===== config.mk =====
export PLATFORM = sky130hd
export DESIGN_NAME = hcc_chopper
export DESIGN_NICKNAME = d
export VERILOG_FILES = /design/src/rtl/hcc_pkg.sv /design/src/rtl/hcc_chopper.sv
export SDC_FILE = /design/constraint.sdc
export NUM_CORES = 1
export LEC_CHECK = 0
export ABC_AREA = 0
export BUFFER_PORTS_ARGS = -buffer_cell sky130_fd_sc_hd__clkbuf_2
export CAP_MARGIN = 25
export CELL_PAD_IN_SITES_DETAIL_PLACEMENT = 0
export CELL_PAD_IN_SITES_GLOBAL_PLACEMENT = 2
export CORE_UTILIZATION = 33
export CTS_CLUSTER_SIZE = 8
export DETAILED_ROUTE_END_ITERATION = 12
export GPL_TIMING_DRIVEN = 0
export PLACE_DENSITY_LB_ADDON = 0.1
export SYNTH_ARGS = -nofsm -noshare
export SYNTH_HDL_FRONTEND = slang
export SYNTH_SLANG_ARGS = --single-unit

===== constraint.sdc =====
create_clock -name mclk_i -period 3.33 [get_ports mclk_i]
set_clock_uncertainty 0.2 [all_clocks]
set_input_delay 0 -clock mclk_i [delete_from_list [all_inputs] [get_ports mclk_i]]
set_output_delay 0 -clock mclk_i [all_outputs]
set_load 0.01 [all_outputs]

===== src/rtl/hcc_pkg.sv =====
// Purpose: Shared constants and types for the hysteresis chopper sequencer
// Assumes: One instance per coil, system clock of 250 MHz
// Notes:   Hysteresis values are signed; effective end may go negative
package hcc_pkg;
	// Field widths
	localparam int OFF_TIME_W   = 4;   // Off-time setting width
	localparam int HYST_START_W = 3;   // Start offset field width
	localparam int HYST_END_W   = 4;   // End value field width
	localparam int HYST_W       = 6;   // Signed working hysteresis width
	localparam int CNT_W        = 10;  // Phase timer width
	// Timing counts in system clocks
	localparam logic [CNT_W-1:0] SLOW_BASE_CLKS  = 10'h00C; // Base length
	localparam logic [CNT_W-1:0] SLOW_STEP_CLKS  = 10'h020; // Per setting
	localparam logic [3:0]       HYSTERESIS_DECREMENTER_PERIOD     = 4'hF;    // 16 clocks - 1
	// Field offsets
	localparam logic [HYST_W-1:0] HYST_START_ADD = 6'h01;   // Start + 1
	localparam logic [HYST_W-1:0] HYST_END_SUB   = 6'h03;   // End - 3
	// Blank time table in clocks, indexed by setting
	localparam logic [CNT_W-1:0] BLANK_CLKS_0 = 10'h010;
	localparam logic [CNT_W-1:0] BLANK_CLKS_1 = 10'h018;
	localparam logic [CNT_W-1:0] BLANK_CLKS_2 = 10'h024;
	localparam logic [CNT_W-1:0] BLANK_CLKS_3 = 10'h036;

	// Chopper phases
	typedef enum logic [2:0] {
		HCC_IDLE, HCC_ON, HCC_SLOW1, HCC_FAST, HCC_SLOW2
	} hcc_phase_t;

	// Configuration carried as one group
	typedef struct packed {
		logic                    mode_sel;                // 0 = this chopper
		logic [OFF_TIME_W-1:0]   off_time_setting;
		logic [HYST_START_W-1:0] hysteresis_start_offset;
		logic [HYST_END_W-1:0]   hysteresis_end_value;
		logic [1:0]              comparator_blank_time;
	} hcc_cfg_t;

	// Bridge drive group
	typedef struct packed {
		logic high_a;  // High side, positive leg
		logic low_a;   // Low side, positive leg
		logic high_b;  // High side, negative leg
		logic low_b;   // Low side, negative leg
	} hcc_bridge_t;
endpackage


===== src/rtl/hcc_chopper.sv =====
// Purpose: Four-phase hysteresis chopper sequencer for one coil
// Assumes: Comparator input is asynchronous; config stable in cycle
// Notes:   Constant off-time mode is external; this block idles then
//
// Functional notes
// Phases: on, slow, fast, slow, repeat
// Fast decay ends on comparator result
// Slow decay lasts 12 plus 32 times setting
// Comparator masked during blank time after switching
// Cycle start loads start plus end hysteresis
// Decrement every 16 clocks down to end
// Effective start offset is field plus one
// Effective end value is field minus three
// Host keeps start plus end at most 16
// Off-time zero switches all transistors off
// Mode bit zero selects this chopper
// On ends at target+hyst, fast at target-hyst
`timescale 1ns/10ps
`default_nettype none
module hcc_chopper
	import hcc_pkg::*;
(
	input  wire logic         mclk_i,        // System clock
	input  wire logic         rst_n_i,       // Async reset, active low
	input  wire hcc_cfg_t     cfg_i,         // Chopper configuration
	input  wire logic         cmp_above_i,   // Current above upper threshold
	input  wire logic         cmp_below_i,   // Current below lower threshold
	output hcc_bridge_t       bridge_o,      // Bridge switch drive
	output logic signed [HYST_W-1:0] hyst_o, // Working hysteresis
	output logic              cycle_start_o, // Pulse at cycle start
	output hcc_phase_t        phase_o        // Current phase
);

	// Comparator synchronisers, three stages each
	logic [2:0] above_sync_reg;
	logic [2:0] below_sync_reg;
	logic       above_reg;   // Filtered comparator level
	logic       below_reg;
	// Sequencer state
	hcc_phase_t            phase_reg;
	hcc_phase_t            phase_next;
	logic [CNT_W-1:0]      timer_reg;     // Phase or blank timer
	logic [3:0]            hysteresis_decrementer_reg;      // Decrement prescaler
	logic signed [HYST_W-1:0] hyst_reg;
	logic                  enable;
	logic                  blanked;
	logic                  phase_done;
	logic [CNT_W-1:0]      slow_clks;
	logic [CNT_W-1:0]      blank_clks;
	logic signed [HYST_W-1:0] eff_start;
	logic signed [HYST_W-1:0] eff_end;

	// Mode and off-time gate the whole chopper
	assign enable = !cfg_i.mode_sel
		&& (cfg_i.off_time_setting != '0);

	// Slow decay length in clocks
	assign slow_clks = SLOW_BASE_CLKS
		+ CNT_W'(SLOW_STEP_CLKS * CNT_W'(cfg_i.off_time_setting));

	// Effective hysteresis bounds
	assign eff_start = HYST_W'(cfg_i.hysteresis_start_offset)
		+ HYST_START_ADD;
	assign eff_end = HYST_W'(cfg_i.hysteresis_end_value)
		- HYST_END_SUB;

	// Blank time lookup
	always_comb begin
		unique case (cfg_i.comparator_blank_time)
			2'h0: blank_clks = BLANK_CLKS_0;
			2'h1: blank_clks = BLANK_CLKS_1;
			2'h2: blank_clks = BLANK_CLKS_2;
			default: blank_clks = BLANK_CLKS_3;
		endcase
	end

	// Synchronise comparator outputs
	always_ff @(posedge mclk_i or negedge rst_n_i) begin
		if (!rst_n_i) begin
			above_sync_reg <= 3'h0;
			below_sync_reg <= 3'h0;
		end else begin
			above_sync_reg <= {above_sync_reg[1:0], cmp_above_i};
			below_sync_reg <= {below_sync_reg[1:0], cmp_below_i};
		end
	end

	// Accept a change once stages two and three agree
	always_ff @(posedge mclk_i or negedge rst_n_i) begin
		if (!rst_n_i) begin
			above_reg <= 1'b0;
			below_reg <= 1'b0;
		end else begin
			if (above_sync_reg[2] == above_sync_reg[1]) begin
				above_reg <= above_sync_reg[2];
			end
			if (below_sync_reg[2] == below_sync_reg[1]) begin
				below_reg <= below_sync_reg[2];
			end
		end
	end

	// Timer counts phase time from each switching event
	assign blanked    = timer_reg < blank_clks;
	assign phase_done = (timer_reg + 10'h001) >= slow_clks;

	// Phase transitions
	always_comb begin
		phase_next = phase_reg;
		if (!enable) begin
			phase_next = HCC_IDLE;
		end else begin
			unique case (phase_reg)
				HCC_IDLE: phase_next = HCC_ON;
				HCC_ON: begin
					if (!blanked && above_reg) begin
						phase_next = HCC_SLOW1;
					end
				end
				HCC_SLOW1: begin
					if (phase_done) begin
						phase_next = HCC_FAST;
					end
				end
				HCC_FAST: begin
					if (!blanked && below_reg) begin
						phase_next = HCC_SLOW2;
					end
				end
				HCC_SLOW2: begin
					if (phase_done) begin
						phase_next = HCC_ON;
					end
				end
			endcase
		end
	end

	// Phase register
	always_ff @(posedge mclk_i or negedge rst_n_i) begin
		if (!rst_n_i) begin
			phase_reg <= HCC_IDLE;
		end else begin
			phase_reg <= phase_next;
		end
	end

	// Timer restarts on every phase change
	always_ff @(posedge mclk_i or negedge rst_n_i) begin
		if (!rst_n_i) begin
			timer_reg <= '0;
		end else if (phase_next != phase_reg) begin
			timer_reg <= '0;
		end else if (timer_reg != '1) begin
			timer_reg <= timer_reg + 10'h001;
		end
	end

	assign cycle_start_o = enable && (phase_next == HCC_ON)
		&& (phase_reg != HCC_ON);

	// Working hysteresis and its decrementer
	always_ff @(posedge mclk_i or negedge rst_n_i) begin
		if (!rst_n_i) begin
			hyst_reg <= '0;
			hysteresis_decrementer_reg <= 4'h0;
		end else if (cycle_start_o) begin
			hyst_reg <= eff_start + eff_end;
			hysteresis_decrementer_reg <= 4'h0;
		end else if (phase_reg != HCC_IDLE) begin
			hysteresis_decrementer_reg <= hysteresis_decrementer_reg + 4'h1;
			if (hysteresis_decrementer_reg == HYSTERESIS_DECREMENTER_PERIOD && hyst_reg > eff_end) begin
				hyst_reg <= hyst_reg - 6'sd1;
			end
		end
	end
	assign hyst_o = hyst_reg;

	// Bridge drive per phase; idle leaves all switches off
	always_ff @(posedge mclk_i or negedge rst_n_i) begin
		if (!rst_n_i) begin
			bridge_o <= '0;
		end else begin
			unique case (phase_next)
				HCC_ON:    bridge_o <= 4'b1001;  // Drive A high, B low
				HCC_FAST:  bridge_o <= 4'b0110;  // Reverse drive
				HCC_SLOW1,
				HCC_SLOW2: bridge_o <= 4'b0101;  // Both low sides
				default:   bridge_o <= 4'b0000;  // Free-wheel
			endcase
		end
	end
	assign phase_o = phase_reg;
endmodule
`default_nettype wire


* Yosys cells after proc, flatten, opt, wreduce, memory -nomap -nowiden
Cells that the tools add are included.
** Cells by class
- Add/subtract/negate cells :: 7
- $lt $le $gt $ge :: 3
- Eq/ne operators :: 16
- Muxes and demuxes :: 15
- Reductions and logical operators :: 17
** Operators with widths (number)
- two-way mux 10 bit :: 2
- two-way mux 6 bit :: 3
- one-hot mux 6 bit (3 select lines) :: 1
- two-way mux 3 bit :: 5
- one-hot mux 3 bit (5 select lines) :: 1
- equality test 3 x 2 -> 1 bit (second input constant) :: 4
- one-hot mux 4 bit (3 select lines) :: 1
- adder 10 x 1 -> 10 bit (second input constant) :: 1
- adder 4 x 9 -> 10 bit (first input constant) :: 1
- greater-or-equal comparator 10 bit :: 1
- < comparator 10 bit :: 1
- != test 10 bit (second input constant) :: 1
- two-way mux 4 bit :: 2
- adder 5 x 5 -> 6 bit :: 1
- equality test 3 x 1 -> 1 bit (second input constant) :: 2
- equality test 3 bit (second input constant) :: 2
- greater-than comparator 6 x 5 -> 1 bit :: 1
- logical AND 1 bit :: 6
- nonzero test 2 bit :: 3
- subtractor 6 x 2 -> 6 bit (second input constant) :: 1
- subtractor 4 x 2 -> 5 bit (second input constant) :: 1
- adder 3 x 1 -> 4 bit (second input constant) :: 1
- adder 4 x 1 -> 4 bit (second input constant) :: 1
- equality test 4 bit (second input constant) :: 1
- 12 further kinds :: 14
** Storage, ports and cells
- Bits in registers :: 35
- Input bits :: 18
- Word-level logic and storage cells :: 70

* Longest topological paths before layout
- Depth after elaboration :: 13
- Depth in mapped cells :: 15
- Mapped depth without buffers :: 14

* Worst setup path after synthesis
No wires, ideal clock.
- Path kind :: register to register
- From :: register timer_reg[3]
- To :: register timer_reg[4]
- Library setup time :: 0.107 ns
- Data arrival time :: 2.802 ns
- Path slack :: 0.221 ns
- Stages on the path, launching flop included :: 13
- Buffers on the path :: 0
- Period minus slack after synthesis :: 3.109 ns
- Cell sequence :: dfrtp_1 nand2_2 or2_2 nor2_1 xnor2_1 inv_1 ha_1 a211o_1 a211oi_2 o211ai_4 a221oi_4 a21oi_4 a2111oi_4
** Between the ends
- Word-level cells in the longest chain between the ends :: 8
- Elaborated cells on any way between the ends :: 17
- Classes of those cells :: add/sub (1); order compare (2); eq/ne (2); mux (8); reduce/logical (4)
** RTL lines
- from (decl) :: RTL line hcc_chopper.sv:42 : logic [CNT_W-1:0] timer_reg;
- from (signal assigned) :: RTL line hcc_chopper.sv:155 : timer_reg <= timer_reg + 10'h001;
- parallel branches: the longest is 8 deep, another holds adder 10 x 1 -> 10 bit
Several ways; the timed one is not identified. The select of a mux whose other input is x is not followed.
A chain may end at the register's enable or synchronous reset.

* Worst setup path in the final report
- From :: register timer_reg[4]
- To :: register timer_reg[7]
Same word-level chain as after synthesis.

==> flow_metrics.env <==
export IMPL_status="finished, final reports clean"
export IMPL_syn_inst=263
export IMPL_num_io_pins=32
export IMPL_path_clk_slew_ns=0.08
export IMPL_row_count=31
export IMPL_cpMaxStageDelayCell="dfrtp_2"
export IMPL_worstSetupEndpointType="register"
export IMPL_clock_sinks=35
export IMPL_max_slew_margin_rel_pct=51.14
export IMPL_largest_register_ffs=10
export IMPL_whs_ns=0.02096
export IMPL_timing_final_crit_share_pct=96.29
export IMPL_wl_met3_um=145
export IMPL_synth_top_family_by_area="compound AO/OA/AOI/OAI gates"
export IMPL_fmax_mhz=311.9
export IMPL_synth_seq_cells=35
export IMPL_cp_cell_sequence="nand3_2 > or2_4 > nor2_4 > xnor2_2 > inv_1 > ha_4 > a211o_1 > a211oi_4 > o211ai_4 > a221oi_4 > buf_6 > a21oi_4 > a211oi_1"
export IMPL_final_cell_mix="dfrtp_1, clkbuf_2, inv_1, ha_1, nand2_1"
export IMPL_p_leak_nw=1.484
export IMPL_final_nets=363
export IMPL_drc=0
export IMPL_powerDensity_nw_per_um2=439.6
export IMPL_fp_dieH_um=89.91
export IMPL_dr_pass1_iters=4
export IMPL_synth_cell_types=59
export IMPL_vias=2099
export IMPL_start_util_pct=34.60
export IMPL_period_needed_ns=3.206
export IMPL_vias_per_cell=4.962
export IMPL_cts_tree="yes"
export IMPL_synth_area_sq_um=2550
export IMPL_hold_viol=0
export IMPL_critPathArrivalTime_ns=3.20
export IMPL_synth_ff_type="dfrtp_1"
export IMPL_synth_top_area_cell="dfrtp_1"
export IMPL_cts_root_buf="clkbuf_8"
export IMPL_slew_violations=0
export IMPL_drt_total_wl_um=6144
export IMPL_area_growth_pct=27.43
export IMPL_synth_area_top_cells="dfrtp_1, ha_1, inv_1"
export IMPL_place_congestion=0.7105
export IMPL_n_fill_cell=751
export IMPL_cp_required_ns=3.32
export IMPL_gr_total_overflow=0
export IMPL_seq_area_sq_um=880.8
export IMPL_ant_nets=0
export IMPL_highest_layer="met4"
export IMPL_clock_latency_ns=0.29
export IMPL_p_total_w=0.001428
export IMPL_synth_fa_ha_area_share_pct=11.87
export IMPL_critPathLaunchType="register"
export IMPL_detail_route_wl_per_cell_um=14.52
export IMPL_synth_compound_area_share_pct=23.01
export IMPL_fp_dieArea_sq_um=8083
export IMPL_setup_tns_ns=0
export IMPL_grt_pass1_vias=1968
export IMPL_vdd_drop_max_uv=143.5
export IMPL_syn_avg_cell_area_sq_um=9.696
export IMPL_first_iter_violations=49
export IMPL_grt_start_max_net_pins=36
export IMPL_antenna_found_initial=0
export IMPL_place_ws_ns=-0.2092
export IMPL_worst_setup_path_type="reg -> reg"
export IMPL_synth_warnings=0
export IMPL_core_area_sq_um=7370
export IMPL_synth_edf_count=0
export IMPL_die_w_um=89.91
export IMPL_setup_viol=0
export IMPL_worst_pin_slew_ns=0.7252
export IMPL_io_buffers=31
export IMPL_htree_levels=2
export IMPL_multi_input_area_sq_um=1640
export IMPL_synthArstFlopShare_pct=100.0
export IMPL_synth_xor_area_share_pct=6.820
export IMPL_yosysTopAreaCellShare_pct=34.35
export IMPL_diodes=0
export IMPL_muxShareOfSynthArea_pct=3.189
export IMPL_grt_pass1_wl_um=9991
export IMPL_synth_simple_area_share_pct=15.36
export IMPL_ys_seq_area_share_pct=34.35
export IMPL_cap_violations=0
export IMPL_met2WireLength_um=2653
export IMPL_numCtsBuffers=5
export IMPL_worst_path_max_fanout=6
export IMPL_track_usage_pct=15.39
export IMPL_slowest_delay_ns=0.43
export IMPL_hpwl_um=4447
export IMPL_syn_nets=303
export IMPL_hp_class="in -> async"
export IMPL_final_setup_worst_slack_ns=0.1236
export IMPL_wl_met1_um=3290
export IMPL_post_route_cells_drive_above_1_share_pct=30.56
export IMPL_clock_path_buffers=2
==> synthesized netlist by cell type (all sizes together) (2+ instances only) <==
master,number
dfrtp,35
inv,30
ha,21
nand2,19
o21ai,19
nor2,15
a21oi,12
nor3,11
xnor2,11
nand3,8
xor2,8
a211oi,6
nor2b,5
a31oi,4
mux2i,4
nand4,4
o211ai,4
mux2,3
nand2b,3
o21a,3
or3,3
a2111oi,2
a211o,2
a21boi,2
a21o,2
a221oi,2
and2,2
maj3,2
nor4,2
o22ai,2
==> critical path: cells and delay by family, from the launching register on <==
family | cells | cell delay [ns]
fa+ha+maj | 1 | 0.21
compound gates | 6 | 1.39
simple gates | 3 | 0.48
flops | 1 | 0.43
xor+xnor | 1 | 0.12
buf+inv | 2 | 0.25
==> repair_timing <==
| action | in CTS | in global routing |
|---|---|---|
| pin swaps | 4 | 12 |
| endpoints found under the setup margin | 16 | 20 |
| setup buffers | 5 | 11 |
| endpoints found under the hold margin | 41 | 0 |
| gates resized for setup | 6 | 18 |
| hold buffers | 5 | 0 |
| gates cloned | 0 | 1 |
==> cell families after synthesis <==
logic type,after synthesis
xor gates and xnor gates,19
and+or+nand+nor,77
AOI/OAI and AO/OA,69
muxes,7
adders and majority gates,24
buffers and inverters,32
DFF,35
==> report_power, final <==
part	internal, W	switching, W	total (W)
clock network	0.000242	0.000163	0.000405
registers	0.000484	0.0000782	0.000562
logic	0.000223	0.000238	0.000461
total	0.000950	0.000479	0.00143
==> cell type report <==
| cell class | instances | share of cell area, % |
|---|---|---|
| Multi-Input combinational cell | 197 | 50.48 |
| Sequential cell | 35 | 27.11 |
| Clock buffer | 6 | 2.541 |
| Inverter | 30 | 3.466 |
| Clock inverter | 2 | 1.078 |
| Tap cell | 99 | 3.812 |
| Buffer | 2 | 0.7701 |
| Timing Repair Buffer | 52 | 10.74 |
==> metal layers <==
metal  global-route usage (%)  up-vias
met1                    22.84      999
met4                    3.629        0
met2                    22.88       29
met5                        0        -
met3                    3.046        6
li1                         -     1065
==> path summary, 6_finish.rpt <==
kind | to | slack [ns] | cells after the start | from
worst min-delay path | phase_o[0]$_DFF_PN0_ | 0.02 | 2 | rst_n_i
worst max-delay path | timer_reg[7]$_DFFE_PN0P_ | 0.12 | 13 | timer_reg[4]$_DFFE_PN0P_
max in group asynchronous | timer_reg[3]$_DFFE_PN0P_ | 2.41 | 3 | rst_n_i
worst max register to register | timer_reg[7]$_DFFE_PN0P_ | 0.12 | 13 | timer_reg[4]$_DFFE_PN0P_
min in group mclk_i | hyst_o[0]$_DFFE_PN0P_ | 0.03 | 4 | cfg_i[2]
worst min register to register | above_sync_reg[1]$_DFF_PN0_ | 0.15 | 0 | above_sync_reg[0]$_DFF_PN0_
==> per-stage QoR <==
stage	instances	utilization, %	instance area [sq um]
2_1_floorplan	263	-	2550
3_3_place_gp	393	38.39	2829
3_5_place_dp	393	38.39	2829
4_1_cts	411	41.46	3055
5_1_grt	423	44.09	3249
6_report	423	44.09	3249
Note: power is estimated with default switching activity, not from simulation.
